`src/rsd_map.svh`:
```
`ifndef RSD_MAP_SVH
`define RSD_MAP_SVH
`define RSD_ABSENT_CYCLES 2'h2
`define RSD_Q_ALL_ONES 7'h7f
`define RSD_TSSC_ADD 6'h02
`define RSD_NSSC_MUL 1
`define RSD_DIS_LOW 2'h0
`define RSD_DIS_HIGH 2'h1
`define RSD_DIS_HIZ 2'h2
`define RSD_Q_ADD 8'h02
`define RSD_DIV2_HALF 9'h002
`define RSD_CENTRE_NOM 7'h40
`define RSD_SSC_ADDR_FIRST 8'hac
`define RSD_SSC_ADDR_LAST 8'hbd
`define RSD_OFFSET_MAX 6'h3f
`endif

```
`src/rsd_pkg.sv`:
```
package rsd_pkg;
    typedef enum logic [1:0] {RSD_DIV_OFF, RSD_DIV_1, RSD_DIV_2, RSD_DIV_Q}
        rsd_divmode_t;
    typedef struct packed {
        logic primary_source_select;
        logic [1:0] switchover_mode;
        logic input_select_pin;
    } rsd_refcfg_t;
    typedef struct packed {
        logic [3:0] tssc;
        logic [2:0] nssc;
        logic [5:0] ss_offset;
        logic [5:0] ssc_delta_sum;
        logic ssc_dither;
        logic ssc_amplitude_double;
    } rsd_ssccfg_t;
    typedef struct packed {
        logic prescale_bit;
        logic [6:0] q;
        logic [1:0] disabled_output_state;
    } rsd_odcfg_t;
endpackage : rsd_pkg

```
`src/rsd_ctrl.sv`:
```
// What this block does
// RL1: Select bit picks primary input
// RL2: Manual mode: select pin chooses source
// RL3: Manual switch is glitch free
// RL4: Auto: switch after two silent secondary cycles
// RL5: Auto is revertive to present primary
// RL6: Host: auto only with crystal input primary
// RL7: Switching is asynchronous to references
// RL8: Host: external ref keeps load 00h, drive 11h
// RL9: Seven-bit reference, twelve-bit feedback dividers
// RL10: First PLL multiplier 2N+A+1 or 2N
// RL11: Fout equals Fin times M over D over divide
// RL12: Output divider prescale and count decode
// RL13: Disabled divider forces high, low or hi-z
// RL14: First output undivided; other banks divided
// RL15: Host: disable divider only for unused bank
// RL16: Spread on when step period nonzero
// RL17: Host: step period only 5 to 14
// RL18: Quadrant samples mirrored; values 1 to 6
// RL19: Offset zero centres, nonzero gives down spread
// RL20: Spread offset accepts 0 to 63
// RL21: Host: delta sum at most 63 minus offset
// RL22: Amplitude-double doubles summed delta samples
// RL23: Step period plus two, samples times two
// RL24: Detector counts secondary, clears on primary
// RL25: Divider counter resets when disabled or changed
`timescale 1ns/1ps
`include "rsd_map.svh"
module rsd_ctrl
    import rsd_pkg::*;
#(
    parameter int BANKS = 6
) (
    input wire logic ref_clk,
    input wire logic resetn,
    input wire logic crystal_ref_input,
    input wire logic aux_clock_input,
    input wire rsd_refcfg_t ref_cfg,
    input wire logic [6:0] ref_divide,
    input wire logic [11:0] feedback_count,
    input wire logic [3:0] frac_adder,
    input wire rsd_ssccfg_t ssc_cfg,
    input wire rsd_odcfg_t [BANKS-1:0] bank_cfg,
    output logic ref_sel_secondary,
    output logic ref_clk_sel,
    output logic primary_absent,
    output logic [13:0] total_multiplier,
    output logic [6:0] ref_divider_out,
    output logic ssc_enable,
    output logic [5:0] ssc_step_period,
    output logic [3:0] ssc_sample_count,
    output logic [6:0] ssc_delta_total,
    output logic [6:0] ssc_centre_frac,
    output logic ssc_down_spread,
    output logic first_output,
    output logic [BANKS-1:0] bank_out,
    output logic [BANKS-1:0] bank_oe,
    output logic [BANKS-1:0] bank_disabled
);
    // ------------------------------------------------------------------
    // State
    // ------------------------------------------------------------------
    typedef struct packed {
        logic [1:0] xin_sync;
        logic [1:0] aux_sync;
        logic [1:0] sel_sync;
        logic xin_last;
        logic aux_last;
        logic [1:0] absent_cnt;
        logic absent;
        logic use_secondary;
        logic ref_mux;
        logic [13:0] mult;
        logic [6:0] rdiv;
        logic ssc_en;
        logic [5:0] tstep;
        logic [3:0] nsamp;
        logic [6:0] dsum;
        logic [6:0] centre;
        logic down;
        logic lvl_first;
        logic [3:0] lfsr;
    } rsd_state_t;

    rsd_state_t st_r;
    rsd_state_t st_nxt;
    logic prim_lvl;
    logic sec_lvl;
    logic prim_edge;
    logic sec_edge;
    logic sec_tog;
    logic auto_mode;
    logic [BANKS-1:0] bank_out_w;
    logic [BANKS-1:0] bank_oe_w;
    logic [BANKS-1:0] bank_dis_w;

    // ------------------------------------------------------------------
    // Reference selection and absence detection
    // ------------------------------------------------------------------
    always_comb begin
        st_nxt = st_r;
        // Second stage only is read by logic
        st_nxt.xin_sync = {st_r.xin_sync[0], crystal_ref_input};
        st_nxt.aux_sync = {st_r.aux_sync[0], aux_clock_input};
        st_nxt.sel_sync = {st_r.sel_sync[0], ref_cfg.input_select_pin};
        st_nxt.xin_last = st_r.xin_sync[1];
        st_nxt.aux_last = st_r.aux_sync[1];

        prim_lvl = ref_cfg.primary_source_select ? st_r.aux_sync[1]
                                                 : st_r.xin_sync[1]; // RL1
        sec_lvl = ref_cfg.primary_source_select ? st_r.xin_sync[1]
                                                : st_r.aux_sync[1]; // RL1
        prim_edge = ref_cfg.primary_source_select
                  ? (st_r.aux_sync[1] != st_r.aux_last)
                  : (st_r.xin_sync[1] != st_r.xin_last);
        // Rising edges of the secondary mark its cycles
        sec_edge = sec_lvl & ~(ref_cfg.primary_source_select
                  ? st_r.xin_last : st_r.aux_last);
        // Dividers count both edges of whichever input is selected
        sec_tog = ref_cfg.primary_source_select
                ? (st_r.xin_sync[1] != st_r.xin_last)
                : (st_r.aux_sync[1] != st_r.aux_last); // RL11
        auto_mode = ref_cfg.switchover_mode[1]; // RL2

        if (prim_edge) begin
            st_nxt.absent_cnt = 2'h0; // RL24
            st_nxt.absent = 1'b0; // RL5
        end else if (sec_edge && st_r.absent_cnt != `RSD_ABSENT_CYCLES) begin
            st_nxt.absent_cnt = st_r.absent_cnt + 2'h1; // RL24
            st_nxt.absent = (st_r.absent_cnt + 2'h1 == `RSD_ABSENT_CYCLES); // RL4
        end

        // Manual: the pin chooses; auto: leave primary only while absent
        st_nxt.use_secondary = auto_mode ? st_nxt.absent
                                         : st_r.sel_sync[1]; // RL2 RL5
        // The mux changes only while both candidates are low, or while the primary is absent and the secondary is low, so the
        // selected level never shows a runt pulse.
        if (st_nxt.use_secondary != st_r.use_secondary) begin
            st_nxt.ref_mux = st_r.ref_mux; // RL3
        end
        if (!prim_lvl && !sec_lvl) begin
            st_nxt.ref_mux = st_r.use_secondary; // RL3 RL7
        end
        st_nxt.lvl_first = st_r.ref_mux ? sec_lvl : prim_lvl; // RL14
        // A dead primary cannot reach the low-low window: force handover
        if (st_r.absent && !sec_lvl) begin
            st_nxt.ref_mux = st_r.use_secondary; // RL7
        end

        // --------------------------------------------------------------
        // PLL multiplier and spread settings
        // --------------------------------------------------------------
        st_nxt.rdiv = ref_divide; // RL9 RL11
        if (frac_adder != 4'h0) begin
            st_nxt.mult = {1'b0, feedback_count, 1'b0}
                        + {10'h000, frac_adder} + 14'h0001; // RL10
        end else begin
            st_nxt.mult = {1'b0, feedback_count, 1'b0}; // RL10
        end
        st_nxt.ssc_en = (ssc_cfg.tssc != 4'h0); // RL16
        st_nxt.tstep = {2'h0, ssc_cfg.tssc} + `RSD_TSSC_ADD; // RL23
        st_nxt.nsamp = {ssc_cfg.nssc, 1'b0}; // RL23 RL18
        // Dither randomises the delta sum's lsb
        st_nxt.lfsr = {st_r.lfsr[2:0], st_r.lfsr[3] ^ st_r.lfsr[2]};
        if (st_r.lfsr == 4'h0) begin
            st_nxt.lfsr = 4'h1;
        end
        st_nxt.dsum = {1'b0, ssc_cfg.ssc_delta_sum ^
                      {5'h00, ssc_cfg.ssc_dither & st_r.lfsr[0]}};
        if (ssc_cfg.ssc_amplitude_double) begin
            st_nxt.dsum = {st_nxt.dsum[5:0], 1'b0}; // RL22
        end
        // Centre in 1/64 units of M: offset 0 centres on Mnom (64),
        // otherwise on Mnom-1+offset/64.
        st_nxt.down = (ssc_cfg.ss_offset != 6'h00); // RL19
        st_nxt.centre = st_nxt.down ? {1'b0, ssc_cfg.ss_offset}
                                    : `RSD_CENTRE_NOM; // RL19 RL20
        if (!st_nxt.ssc_en) begin
            st_nxt.dsum = 7'h00;
        end
    end

    always_ff @(posedge ref_clk or negedge resetn) begin
        if (!resetn) begin
            st_r <= '0;
        end else begin
            st_r <= st_nxt;
        end
    end

    // ------------------------------------------------------------------
    // Output banks, each with its own divider
    // ------------------------------------------------------------------
    genvar gi;
    generate
        for (gi = 0; gi < BANKS; gi++) begin : g_bank
            rsd_out_div u_div (
                .ref_clk(ref_clk),
                .resetn(resetn),
                .clk_en(st_r.ref_mux ? sec_tog : prim_edge),
                .cfg(bank_cfg[gi]),
                .clk_out(bank_out_w[gi]),
                .clk_oe(bank_oe_w[gi]),
                .disabled(bank_dis_w[gi])
            ); // RL14
        end
    endgenerate

    assign ref_sel_secondary = st_r.use_secondary;
    assign ref_clk_sel = st_r.ref_mux;
    assign primary_absent = st_r.absent;
    assign total_multiplier = st_r.mult;
    assign ref_divider_out = st_r.rdiv;
    assign ssc_enable = st_r.ssc_en;
    assign ssc_step_period = st_r.tstep;
    assign ssc_sample_count = st_r.nsamp;
    assign ssc_delta_total = st_r.dsum;
    assign ssc_centre_frac = st_r.centre;
    assign ssc_down_spread = st_r.down;
    assign first_output = st_r.lvl_first;
    assign bank_out = bank_out_w;
    assign bank_oe = bank_oe_w;
    assign bank_disabled = bank_dis_w;
endmodule : rsd_ctrl

```
`src/rsd_out_div.sv`:
```
`timescale 1ns/1ps
`include "rsd_map.svh"
module rsd_out_div
    import rsd_pkg::*;
(
    input wire logic ref_clk,
    input wire logic resetn,
    input wire logic clk_en,
    input wire rsd_odcfg_t cfg,
    output logic clk_out,
    output logic clk_oe,
    output logic disabled
);
    // --------------------------------------------------------------
    // Divider decode and counter
    // --------------------------------------------------------------
    typedef struct packed {
        logic [8:0] cnt;
        logic out;
        logic oe;
        logic dis;
        rsd_odcfg_t cfg_last;
    } rsd_od_state_t;

    rsd_od_state_t st_r;
    rsd_od_state_t st_nxt;
    rsd_divmode_t mode;
    logic [8:0] half;

    function automatic rsd_divmode_t rsd_decode(input rsd_odcfg_t c);
        if (c.q == `RSD_Q_ALL_ONES)
            return c.prescale_bit ? RSD_DIV_1 : RSD_DIV_OFF; // RL12
        return c.prescale_bit ? RSD_DIV_Q : RSD_DIV_2; // RL12
    endfunction : rsd_decode

    always_comb begin
        mode = rsd_decode(cfg);
        // Half period in selected-reference edges: an input cycle has two
        // edges, so /2 needs 2 and /((q+2)*2) needs (q+2)*2.
        half = (mode == RSD_DIV_Q) ? {({1'b0, cfg.q} + `RSD_Q_ADD), 1'b0}
                                   : `RSD_DIV2_HALF; // RL12
        st_nxt = st_r;
        st_nxt.cfg_last = cfg;
        st_nxt.dis = (mode == RSD_DIV_OFF);
        if (cfg != st_r.cfg_last || mode == RSD_DIV_OFF) begin
            st_nxt.cnt = 9'h000; // RL25
        end else if (clk_en) begin
            unique case (mode)
                RSD_DIV_1: st_nxt.out = ~st_r.out;
                default: begin
                    if (st_r.cnt + 9'h001 >= half) begin
                        st_nxt.cnt = 9'h000;
                        st_nxt.out = ~st_r.out;
                    end else begin
                        st_nxt.cnt = st_r.cnt + 9'h001;
                    end
                end
            endcase
        end
        if (mode == RSD_DIV_OFF) begin
            // Stays powered; only the pin level is forced
            st_nxt.oe = (cfg.disabled_output_state != `RSD_DIS_HIZ); // RL13
            st_nxt.out = (cfg.disabled_output_state == `RSD_DIS_HIGH); // RL13
        end else begin
            st_nxt.oe = 1'b1;
        end
    end

    always_ff @(posedge ref_clk or negedge resetn) begin
        if (!resetn) begin
            st_r <= '0;
        end else begin
            st_r <= st_nxt;
        end
    end

    assign clk_out = st_r.out;
    assign clk_oe = st_r.oe;
    assign disabled = st_r.dis;
endmodule : rsd_out_div

```
`config.mk`:
```
export PLATFORM = sky130hd
export DESIGN_NAME = rsd_ctrl
export DESIGN_NICKNAME = d
export VERILOG_FILES = /design/src/rsd_pkg.sv /design/src/rsd_ctrl.sv /design/src/rsd_out_div.sv
export VERILOG_INCLUDE_DIRS = /design/src
export SDC_FILE = /design/constraint.sdc
export NUM_CORES = 1
export LEC_CHECK = 0
export ABC_AREA = 1
export BUFFER_PORTS_ARGS = -buffer_cell sky130_fd_sc_hd__buf_2
export CAP_MARGIN = 10
export CORE_MARGIN = 2
export CORE_UTILIZATION = 60
export DETAILED_ROUTE_END_ITERATION = 8
export PLACE_DENSITY = 0.84
export SLEW_MARGIN = 25
export SYNTH_ARGS = -nofsm -noshare
export SYNTH_HDL_FRONTEND = slang
export SYNTH_SLANG_ARGS = --single-unit
```
`constraint.sdc`:
```
create_clock -name ref_clk -period 7.3 [get_ports ref_clk]
set_input_delay 1.46 -clock ref_clk [delete_from_list [all_inputs] [get_ports ref_clk]]
set_output_delay 1.46 -clock ref_clk [all_outputs]
set_load 0.02 [all_outputs]
```
==> impl_metrics.env, run 1 <==
export IMPL_timing_critical_path_to_type="register"
export IMPL_regArea_um2=4880
export IMPL_post_route_drc_count=0
export IMPL_p_leak_nw=7.52
export IMPL_grt_first_pass_wirelength_um=39000
export IMPL_core_region_area_um2=18800
export IMPL_area_delta_synth_final_pct=11.6
export IMPL_routed_via_count=9486
export IMPL_drt_pre_antenna_iters=5
export IMPL_vias_in_the_first_global_route=9018
export IMPL_pin_count=181
export IMPL_clock_tree_buffer_depth=2
export IMPL_std_cell_rows=50
export IMPL_pwr_share_comb=0.139
export IMPL_initial_core_util=0.615
export IMPL_timing_critical_path_from_type="input port"
export IMPL_synth_yosys_warnings=0
export IMPL_worst_endpoint_data_arrival_time_ns=3.83
export IMPL_reg2reg_setup_slack_ns=4.42
export IMPL_tritoncts="done"
export IMPL_antenna_found_initial=3
export IMPL_timing_final_setup_violations=0
export IMPL_num_nets_final=1813
export IMPL_maximum_number_of_pins_on_one_net_before_global_route_repair=116
export IMPL_total_power_mw=2.51
export IMPL_first_iter_violations=514
export IMPL_final_design_area_no_fill_um2=12900
export IMPL_wire_per_inst_um=12.0
export IMPL_ir_worst_vdd_uv=145
export IMPL_postSynth_topFlopCell="sky130_fd_sc_hd__dfrtp_1"
export IMPL_detail_route_wirelength_um=23000
export IMPL_run_status="finished clean"
export IMPL_slew_limit_headroom=0.384
export IMPL_gp_congestion=0.929
export IMPL_numCtsBuffers=17
export IMPL_rsz_0062_raised_after_global_routing="false"
export IMPL_synthDominantCellAreaShare=0.421
export IMPL_multi_input_comb_area_um2=5230
export IMPL_p_int_mw=1.85
export IMPL_least_margin_pin_slew_ns=0.924
export IMPL_syn_avg_cell_area_um2=7.67
export IMPL_period_share=0.475
export IMPL_floorplan_die_area_um2=20400
export IMPL_worst_endpoint_required_ns=7.66
export IMPL_final_core_util=0.687
export IMPL_routed_wl_met2_um=11400
export IMPL_fmax_mhz=289
export IMPL_fin_crit_ns=3.47
export IMPL_sequential_cell_area_fraction_in_the_yosys_report=0.421
export IMPL_cts_hold_buffers=0
export IMPL_fillCellCount=1565
export IMPL_diodes=0
export IMPL_dpl_hpwl_um=17400
export IMPL_fin_worst_skew_ns=0.0125
export IMPL_final_critical_path_setup_slack_ns=3.83
export IMPL_timing_max_transition_violations_final=0
export IMPL_h_tree_depth=4
export IMPL_synthesis_area_um2=11600
export IMPL_die_height_um=143
export IMPL_syn_inst=1511
export IMPL_post_cts_resized=0
export IMPL_max_cap_violations=0
export IMPL_clock_power_share=0.408
export IMPL_post_place_worst_slack_ns=3.43
export IMPL_yosys_register_bits=195
export IMPL_die_width_um=143
export IMPL_clock_sinks=195
export IMPL_asyncSetResetFlopFracSynth=1.00
export IMPL_swShare=0.266
export IMPL_synth_largest_area_cell="sky130_fd_sc_hd__dfrtp_1"
export IMPL_post_synth_num_cell_types=39
export IMPL_cts_root_buf="sky130_fd_sc_hd__clkbuf_16"
export IMPL_hold_path_class="reg2reg"
export IMPL_post_synth_most_frequent_cells="sky130_fd_sc_hd__nand2_1 (427), sky130_fd_sc_hd__inv_1 (242), sky130_fd_sc_hd__dfrtp_1 (195), sky130_fd_sc_hd__nand3_1 (154), sky130_fd_sc_hd__nor2_1 (119)"
export IMPL_gr_usage_all_layers=0.235
export IMPL_setup_tns_final_ns=0
export IMPL_critPathKind="in2reg"
export IMPL_hold_viol=0
export IMPL_synth_enable_flop_cells=0
export IMPL_m1WireLength_um=10100
export IMPL_routed_wl_met3_um=1110
export IMPL_drive_above_1_share=0.150
export IMPL_cts_reportedPaths_clkPinSlew_ns=0.07
export IMPL_postCtsSetupRepairBufs=0
export IMPL_remaining_antenna_violation_count=0
export IMPL_switchingPower_uw=668
export IMPL_top_signal_layer_used="met5"
export IMPL_via_per_inst=4.98
export IMPL_io_buffer_count=177
export IMPL_timing_critical_path_fanout_max=9
export IMPL_insertion_delay_ns=0.43
export IMPL_place_area_um2=12300
export IMPL_yosys_cell_count_top_type="sky130_fd_sc_hd__nand2_1"
export IMPL_sequentialPowerShare=0.453
export IMPL_synthTopCellsByArea="sky130_fd_sc_hd__dfrtp_1 (42%), sky130_fd_sc_hd__nand2_1 (14%), sky130_fd_sc_hd__inv_1 (7.8%), sky130_fd_sc_hd__ha_1 (7.2%), sky130_fd_sc_hd__nand3_1 (6.7%)"
export IMPL_power_per_cell_area_nw_per_um2=194
export IMPL_globalRoute_totalOverflow=0
[worst max-delay path: stages]
cell                      delay, ns
sky130_fd_sc_hd__buf_2         0.12
sky130_fd_sc_hd__inv_1         0.11
sky130_fd_sc_hd__nor2_1        0.09
sky130_fd_sc_hd__nand3_1       0.12
sky130_fd_sc_hd__inv_1         0.08
sky130_fd_sc_hd__nor2_1        0.23
sky130_fd_sc_hd__nand3_1       0.14
sky130_fd_sc_hd__ha_1          0.33
sky130_fd_sc_hd__nand2_1       0.12
sky130_fd_sc_hd__a21oi_1       0.06
sky130_fd_sc_hd__nor2_1        0.13
sky130_fd_sc_hd__nand2_1       0.07
sky130_fd_sc_hd__nor2_1        0.48
sky130_fd_sc_hd__nand4_1       0.19
sky130_fd_sc_hd__nand2_1       0.10
[per-layer routing]
| layer | vias up | track usage |
|---|---|---|
| met2 | 194 | 0.416 |
| met1 | 4370 | 0.287 |
| met3 | 24 | 0.0597 |
| li1 | 4894 | - |
| met5 | - | 0 |
| met4 | 4 | 0.0589 |
[through the flow]
step	instances	hold slack [ns]
after floorplan	1512	0.331
after global placement	1874	0.333
after detailed placement	1874	0.336
after CTS	1905	0.353
after global routing	1905	0.356
final	1905	0.351
[power by group through the flow]
stage	Sequential (mW)	Clock [mW]	Combinational [mW]
3_3_place_gp	1.16	0	0.339
3_5_place_dp	1.16	0	0.350
4_1_cts	1.14	1.05	0.352
6_report	1.14	1.03	0.350
5_1_grt	1.14	1.10	0.399
2_1_floorplan	1.16	0	0.230
[registers in the layout (all words and copies together) (netlist names), 3 cells and up]
name and count:
g_bank.u_div.clk_oe 6, g_bank.u_div.clk_out 6, g_bank.u_div.disabled 6, g_bank.u_div.st_r 114, ref_divider_out 7, ssc_centre_frac 7
ssc_delta_total 7, ssc_sample_count 3, ssc_step_period 5, st_nxt 5, st_r 9, total_multiplier 14
[path summary, 6_finish.rpt]
check                                    startpoint                        to  depth (start not counted)
max                                    bank_cfg[33]  g_bank[3].u_div.st_r[15]                         15
min                                      st_nxt[62]                st_nxt[57]                          0
max reg2reg                g_bank[3].u_div.st_r[13]  g_bank[3].u_div.st_r[15]                         14
min reg2reg                              st_nxt[62]                st_nxt[57]                          0
max in group asynchronous                    resetn              first_output                          2
min in group asynchronous                    resetn        ref_divider_out[4]                          1
[area by class of cell]
class | instances | share of cell area
Clock buffer | 18 | 0.0332
Clock inverter | 13 | 0.0170
Inverter | 250 | 0.0728
Multi-Input combinational cell | 991 | 0.404
Sequential cell | 195 | 0.377
Tap cell | 260 | 0.0252
Timing Repair Buffer | 178 | 0.0701
[cell families after synthesis]
| kind of cell | after synthesis | synth area share |
|---|---|---|
| xor gates and xnor gates | 59 | 0.0446 |
| other | 1 | 0.000324 |
| buffers and inverters | 326 | 0.128 |
| AOI/OAI and AO/OA | 77 | 0.0371 |
| muxes | 1 | 0.000864 |
| DFF | 195 | 0.421 |
| adders and majority gates | 68 | 0.0741 |
| and+or+nand+nor | 784 | 0.294 |
[placed cells by master (no fill, tap or decap), types with 3 or more instances in the layout]
| master | n |
|---|---|
| sky130_fd_sc_hd__nor3_1 | 6 |
| sky130_fd_sc_hd__o21ai_0 | 27 |
| sky130_fd_sc_hd__nand3b_1 | 10 |
| sky130_fd_sc_hd__nand4_1 | 36 |
| sky130_fd_sc_hd__inv_6 | 5 |
| sky130_fd_sc_hd__o21ai_1 | 10 |
| sky130_fd_sc_hd__or2_2 | 7 |
| sky130_fd_sc_hd__nor2_1 | 119 |
| sky130_fd_sc_hd__xnor2_1 | 19 |
| sky130_fd_sc_hd__inv_1 | 242 |
| sky130_fd_sc_hd__ha_1 | 67 |
| sky130_fd_sc_hd__xor2_1 | 40 |
| sky130_fd_sc_hd__nand3_1 | 154 |
| sky130_fd_sc_hd__a21oi_1 | 22 |
| sky130_fd_sc_hd__inv_2 | 7 |
| sky130_fd_sc_hd__dfrtp_1 | 195 |
| sky130_fd_sc_hd__nor3_2 | 5 |
| sky130_fd_sc_hd__o21bai_1 | 4 |
| sky130_fd_sc_hd__clkbuf_16 | 17 |
| sky130_fd_sc_hd__nor2_4 | 4 |
| sky130_fd_sc_hd__a22oi_1 | 4 |
| sky130_fd_sc_hd__a21o_1 | 6 |
| sky130_fd_sc_hd__buf_2 | 176 |
| sky130_fd_sc_hd__nand2_2 | 3 |
| sky130_fd_sc_hd__nor2_2 | 9 |
| sky130_fd_sc_hd__bufinv_16 | 5 |
| sky130_fd_sc_hd__nand2_1 | 427 |
(Power assumes the default switching activity.)
==> run 2, diff against run 1 <==
CORE_UTILIZATION = 58   (was 60)
PLACE_DENSITY = 0.81   (was 0.84)
clock period = 3.3 ns   (was 7.3 ns; I/O delays follow)
==> impl_metrics.env, run 2 (synthesized netlist as in run 1, its figures left out) <==
export IMPL_worst_endpoint_data_arrival_time_ns=3.03
export IMPL_h_tree_depth=4
export IMPL_fin_crit_ns=2.66
export IMPL_ir_worst_vdd_uv=362
export IMPL_worst_endpoint_required_ns=3.67
export IMPL_via_per_inst=5.00
export IMPL_insertion_delay_ns=0.43
export IMPL_io_buffer_count=177
export IMPL_numCtsBuffers=17
export IMPL_cts_hold_buffers=0
export IMPL_timing_max_transition_violations_final=0
export IMPL_sequentialPowerShare=0.451
export IMPL_core_region_area_um2=19500
export IMPL_post_cts_resized=0
export IMPL_postCtsSetupRepairBufs=0
export IMPL_dpl_hpwl_um=17400
export IMPL_drive_above_1_share=0.154
export IMPL_setup_tns_final_ns=0
export IMPL_pin_count=181
export IMPL_timing_final_setup_violations=0
export IMPL_gr_usage_all_layers=0.223
export IMPL_switchingPower_mw=1.45
export IMPL_pwr_share_comb=0.140
export IMPL_initial_core_util=0.593
export IMPL_hold_viol=0
export IMPL_fin_worst_skew_ns=0.00663
export IMPL_numPlacedInstances=1885
export IMPL_std_cell_rows=51
export IMPL_critPathKind="reg2reg"
export IMPL_num_nets_final=1819
export IMPL_area_delta_synth_final_pct=12.4
export IMPL_wire_per_inst_um=11.9
export IMPL_cts_reportedPaths_clkPinSlew_ns=0.07
export IMPL_timing_critical_path_to_type="register"
export IMPL_drt_pre_antenna_iters=6
export IMPL_regArea_um2=4880
export IMPL_antenna_found_initial=2
export IMPL_p_leak_nw=7.58
export IMPL_rsz_0062_raised_after_global_routing="false"
export IMPL_grt_first_pass_wirelength_um=39900
export IMPL_fmax_mhz=376
export IMPL_run_status="finished clean"
export IMPL_slew_limit_headroom=0.593
export IMPL_die_height_um=145
export IMPL_final_design_area_no_fill_um2=13000
export IMPL_die_width_um=145
export IMPL_final_critical_path_setup_slack_ns=0.640
export IMPL_first_iter_violations=437
export IMPL_regToRegEndpoint="g_bank[0].u_div.st_r[14]"
export IMPL_final_common_cell="sky130_fd_sc_hd__nand2_1"
export IMPL_ff2ff_path_depth=15
export IMPL_least_margin_pin_slew_ns=0.610
export IMPL_p_int_mw=4.14
export IMPL_power_per_cell_area_nw_per_um2=430
export IMPL_place_area_um2=12400
export IMPL_layoutNonFillerInstCount=1918
export IMPL_timing_critical_path_fanout_max=9
export IMPL_vias_in_the_first_global_route=9089
export IMPL_routed_via_count=9585
export IMPL_post_place_worst_slack_ns=0.280
export IMPL_gp_congestion=0.902
export IMPL_layout_cells_most_common_list="sky130_fd_sc_hd__nand2_1 (427), sky130_fd_sc_hd__inv_1 (242), sky130_fd_sc_hd__dfrtp_1 (195), sky130_fd_sc_hd__buf_2 (176), sky130_fd_sc_hd__nand3_1 (154)"
export IMPL_post_route_drc_count=0
export IMPL_tritoncts="done"
export IMPL_final_core_util=0.667
export IMPL_hold_ws_ns=0.177
export IMPL_reg2reg_setup_slack_ns=0.64
export IMPL_floorplan_die_area_um2=21100
export IMPL_clock_sinks=195
export IMPL_fillCellCount=1640
export IMPL_remaining_antenna_violation_count=0
export IMPL_total_power_mw=5.59
export IMPL_cts_root_buf="sky130_fd_sc_hd__clkbuf_16"
export IMPL_multi_input_comb_area_um2=5230
export IMPL_clock_power_share=0.409
export IMPL_clock_tree_buffer_depth=2
export IMPL_timing_critical_path_from_type="register"
export IMPL_regMostFlops="g_bank.u_div.st_r"
export IMPL_hold_path_class="in2async"
export IMPL_swShare=0.259
export IMPL_globalRoute_totalOverflow=0
export IMPL_period_share=0.806
export IMPL_maximum_number_of_pins_on_one_net_before_global_route_repair=76
export IMPL_flip_flop_count_of_the_largest_register_after_layout=114
export IMPL_critical_path_max_stage_delay_ns=0.41
export IMPL_max_cap_violations=0
export IMPL_timing_critical_path_cells="ha_1, nand3_1, nor2_1, nand4_1, xnor2_1, ha_1, nand2_1, inv_1, nand3_1, nor2_1, nor2_1, nand2_1, nor2_2, nand3_1, nand2_1"
export IMPL_timing_rr_start="g_bank[0].u_div.st_r[13]"
export IMPL_critical_path_slowest_cell="sky130_fd_sc_hd__dfrtp_1"
export IMPL_detail_route_wirelength_um=22900
==> run 2: cell count changes in the layout (fill, tap and decap cells not counted), sizes merged <==
cell | before | now
clkinvlp | 2 | 0
inv | 256 | 251
buf | 177 | 183
clkbuf | 19 | 21
diode | 0 | 2
clkinv | 0 | 5
==> run 2: final cells by class <==
type | instances | share of cell area
timing repair buffer | 184 | 0.0747
clock inverter | 11 | 0.0153
inverter | 250 | 0.0723
antenna | 2 | 0.000384
tap | 265 | 0.0255
sequential | 195 | 0.375
multi-input combinational | 991 | 0.401
clock buffer | 20 | 0.0358
==> run 2: critical path: cells and delay by family (launching register included) <==
kind | cells | cell delay [ns]
buf+inv | 1 | 0.05
simple gates | 11 | 1.40
fa+ha+maj | 2 | 0.49
flops | 1 | 0.41
xor+xnor | 1 | 0.25
==> run 2: layer usage <==
| metal | track usage | wire length (um) | vias up |
|---|---|---|---|
| met4 | 0.0735 | 378 | 0 |
| met1 | 0.285 | 10000 | 4398 |
| met3 | 0.0420 | 1150 | 30 |
| met2 | 0.385 | 11400 | 226 |
| met5 | 0 | 0 | - |
| li1 | - | - | 4931 |
==> run 2: how the worst max path moves through the flow <==
| stage | from | endpoint | slack [ns] | cells after the start |
|---|---|---|---|---|
| after global routing | g_bank[1].u_div.st_r[13] | g_bank[1].u_div.st_r[13] | 0.35 | 14 |
| after global placement | bank_cfg[15] | g_bank[1].u_div.st_r[13] | 0.40 | 14 |
| final | g_bank[0].u_div.st_r[13] | g_bank[0].u_div.st_r[14] | 0.64 | 15 |
| after CTS | g_bank[1].u_div.st_r[13] | g_bank[1].u_div.st_r[13] | 0.62 | 14 |
| after floorplan | bank_cfg[23] | g_bank[2].u_div.st_r[13] | 0.78 | 12 |
| after detailed placement | bank_cfg[15] | g_bank[1].u_div.st_r[13] | 0.28 | 14 |
==> run 2: power by group through the flow <==
stage / Combinational (mW) / Sequential [mW] / Clock, mW
6_report: 0.785 / 2.52 / 2.29
5_1_grt: 0.889 / 2.53 / 2.44
4_1_cts: 0.792 / 2.52 / 2.35
3_5_place_dp: 0.787 / 2.57 / 0
3_3_place_gp: 0.764 / 2.56 / 0
2_1_floorplan: 0.510 / 2.57 / 0
==> run 3, diff against run 2 <==
clock period = 2.6 ns   (was 3.3 ns; I/O delays follow)
==> impl_metrics.env, run 3 (synthesized netlist as in run 1, its figures left out) <==
export IMPL_run_status="finished clean"
export IMPL_via_per_inst=4.99
export IMPL_final_critical_path_setup_slack_ns=0.124
export IMPL_first_iter_violations=443
export IMPL_critPathKind="reg2reg"
export IMPL_clock_tree_buffer_depth=2
export IMPL_layout_cells_most_common_list="sky130_fd_sc_hd__nand2_1 (421), sky130_fd_sc_hd__inv_1 (239), sky130_fd_sc_hd__dfrtp_1 (195), sky130_fd_sc_hd__buf_2 (177), sky130_fd_sc_hd__nand3_1 (148)"
export IMPL_timing_critical_path_cells="ha_2, nand3_2, nor2_2, nand4_1, xnor2_2, ha_1, nand2_1, inv_2, nand3_2, nor2_1, nor2_2, nand2_1, nor2_2, buf_2, nand3_1, nand2_1"
export IMPL_pin_count=181
export IMPL_period_share=0.952
export IMPL_num_nets_final=1857
export IMPL_die_height_um=145
export IMPL_layoutNonFillerInstCount=1957
export IMPL_worst_endpoint_data_arrival_time_ns=2.84
export IMPL_detail_route_wirelength_um=23600
export IMPL_final_design_area_no_fill_um2=13400
export IMPL_hold_path_class="in2async"
export IMPL_drt_pre_antenna_iters=5
export IMPL_rsz_0062_raised_after_global_routing="true"
export IMPL_fin_crit_ns=2.48
export IMPL_numPlacedInstances=1908
export IMPL_remaining_antenna_violation_count=0
export IMPL_ir_worst_vdd_uv=450
export IMPL_final_common_cell="sky130_fd_sc_hd__nand2_1"
export IMPL_initial_core_util=0.593
export IMPL_max_cap_violations=0
export IMPL_numCtsBuffers=17
export IMPL_std_cell_rows=51
export IMPL_power_per_cell_area_nw_per_um2=500
export IMPL_cts_hold_buffers=0
export IMPL_grt_first_pass_wirelength_um=40200
export IMPL_gr_usage_all_layers=0.225
export IMPL_flip_flop_count_of_the_largest_register_after_layout=114
export IMPL_worst_path_dominant_cell_family="simple AND/OR/NAND/NOR gates"
export IMPL_grtUsageMet2=0.388
export IMPL_regMostFlops="g_bank.u_div.st_r"
export IMPL_least_margin_pin_slew_ns=0.856
export IMPL_place_area_um2=12500
export IMPL_floorplan_die_area_um2=21100
export IMPL_global_route_usage_met1=0.281
export IMPL_post_route_drc_count=0
export IMPL_timing_critical_path_fanout_max=4
export IMPL_routed_via_count=9760
export IMPL_insertion_delay_ns=0.43
export IMPL_cp_num_buf_inv=2
export IMPL_post_place_worst_slack_ns=0.0153
export IMPL_core_region_area_um2=19500
export IMPL_h_tree_depth=4
export IMPL_timing_final_setup_violations=0
export IMPL_dpl_hpwl_um=17700
export IMPL_hold_ws_ns=0.0862
export IMPL_critical_path_max_stage_delay_ns=0.39
export IMPL_worst_endpoint_required_ns=2.97
export IMPL_io_buffer_count=177
export IMPL_area_delta_synth_final_pct=15.7
export IMPL_antenna_found_initial=2
export IMPL_wire_per_inst_um=12.1
export IMPL_gp_congestion=0.901
export IMPL_fin_worst_skew_ns=0.00953
export IMPL_timing_critical_path_from_type="register"
export IMPL_die_width_um=145
export IMPL_globalRoute_totalOverflow=0
export IMPL_clock_sinks=195
export IMPL_maximum_number_of_pins_on_one_net_before_global_route_repair=71
export IMPL_cts_root_buf="sky130_fd_sc_hd__clkbuf_16"
export IMPL_met3_usage=0.0483
export IMPL_fmax_mhz=404
export IMPL_setup_tns_final_ns=0
export IMPL_tritoncts="done"
export IMPL_vias_in_the_first_global_route=9265
export IMPL_grt_most_used_layer="met2"
export IMPL_timing_critical_path_to_type="register"
export IMPL_drive_above_1_share=0.198
export IMPL_cts_reportedPaths_clkPinSlew_ns=0.07
export IMPL_p_leak_nw=7.82
export IMPL_slew_limit_headroom=0.426
export IMPL_hold_viol=0
export IMPL_timing_max_transition_violations_final=0
export IMPL_critical_path_slowest_cell="sky130_fd_sc_hd__dfrtp_1"
## run 3: cell types whose count changed in the layout (fill, tap and decap cells not counted), moves of 4 or more
cell                        before  now
sky130_fd_sc_hd__buf_4           5   38
sky130_fd_sc_hd__o21ai_2         0   10
sky130_fd_sc_hd__nor2_1        119  110
sky130_fd_sc_hd__o21ai_1        10    2
sky130_fd_sc_hd__nand2_1       427  421
sky130_fd_sc_hd__nand3_1       154  148
sky130_fd_sc_hd__nand3_2         0    6
sky130_fd_sc_hd__bufinv_16       5    0
sky130_fd_sc_hd__nor2_2          9   14
sky130_fd_sc_hd__nand2_4         1    5
sky130_fd_sc_hd__nor2_4          4    8
## run 3: worst paths after layout
kind / start / end / slack [ns] / cells after the start
worst max-delay path: g_bank[0].u_div.st_r[14] / g_bank[0].u_div.st_r[15] / 0.12 / 16
worst min-delay path: resetn / ref_divider_out[2] / 0.09 / 1
worst max register to register: g_bank[0].u_div.st_r[14] / g_bank[0].u_div.st_r[15] / 0.12 / 16
worst min register to register: st_nxt[60] / st_r[60] / 0.35 / 0
max in group asynchronous: resetn / g_bank[2].u_div.st_r[6] / 1.85 / 2
min in group ref_clk: ref_divide[2] / ref_divider_out[2] / 0.19 / 1
## run 3: power by group
part           total (mW)  switching (mW)  internal [mW]
combinational        1.06           0.694          0.363
clock                2.44            1.19           1.25
sequential           3.20          0.0491           3.15
total                6.70            1.93           4.77
## run 3: what timing repair did
item / 4_1_cts / 5_1_grt
pin swaps: 3 / 34
buffers inserted: 2 / 12
endpoints found under the setup margin: 3 / 45
gates cloned: 0 / 1
gates resized for setup: 3 / 53
## run 3: routing by layer
metal,up-vias,part of all wire
li1,4992,-
met1,4486,0.43
met2,238,0.50
met3,44,0.056
met4,0,0.019
met5,-,0
## run 3: layout make-up
type                    count  area, um^2
well taps                 265         332
fillers                  1575        6120
repair buffers            222        1280
multi-input cells         991        5420
inverters                 250         941
clock inverters            14         125
diodes                      2        5.00
flip-flops and latches    195        4880
clock buffers              18         429
## run 3: stage by stage
step / total power [mW] / util
3_5_place_dp: 4.30 / 0.642
2_1_floorplan: 3.91 / -
4_1_cts: 6.76 / 0.672
6_report: 6.70 / 0.687
3_3_place_gp: 4.26 / 0.642
5_1_grt: 7.05 / 0.687
## run 3: worst register-to-register path, delay by kind of cell (launching register included)
family / cells / cell delay, ns
simple gates: 11 / 1.14
flops: 1 / 0.39
buf+inv: 2 / 0.21
xor+xnor: 1 / 0.22
fa+ha+maj: 2 / 0.48
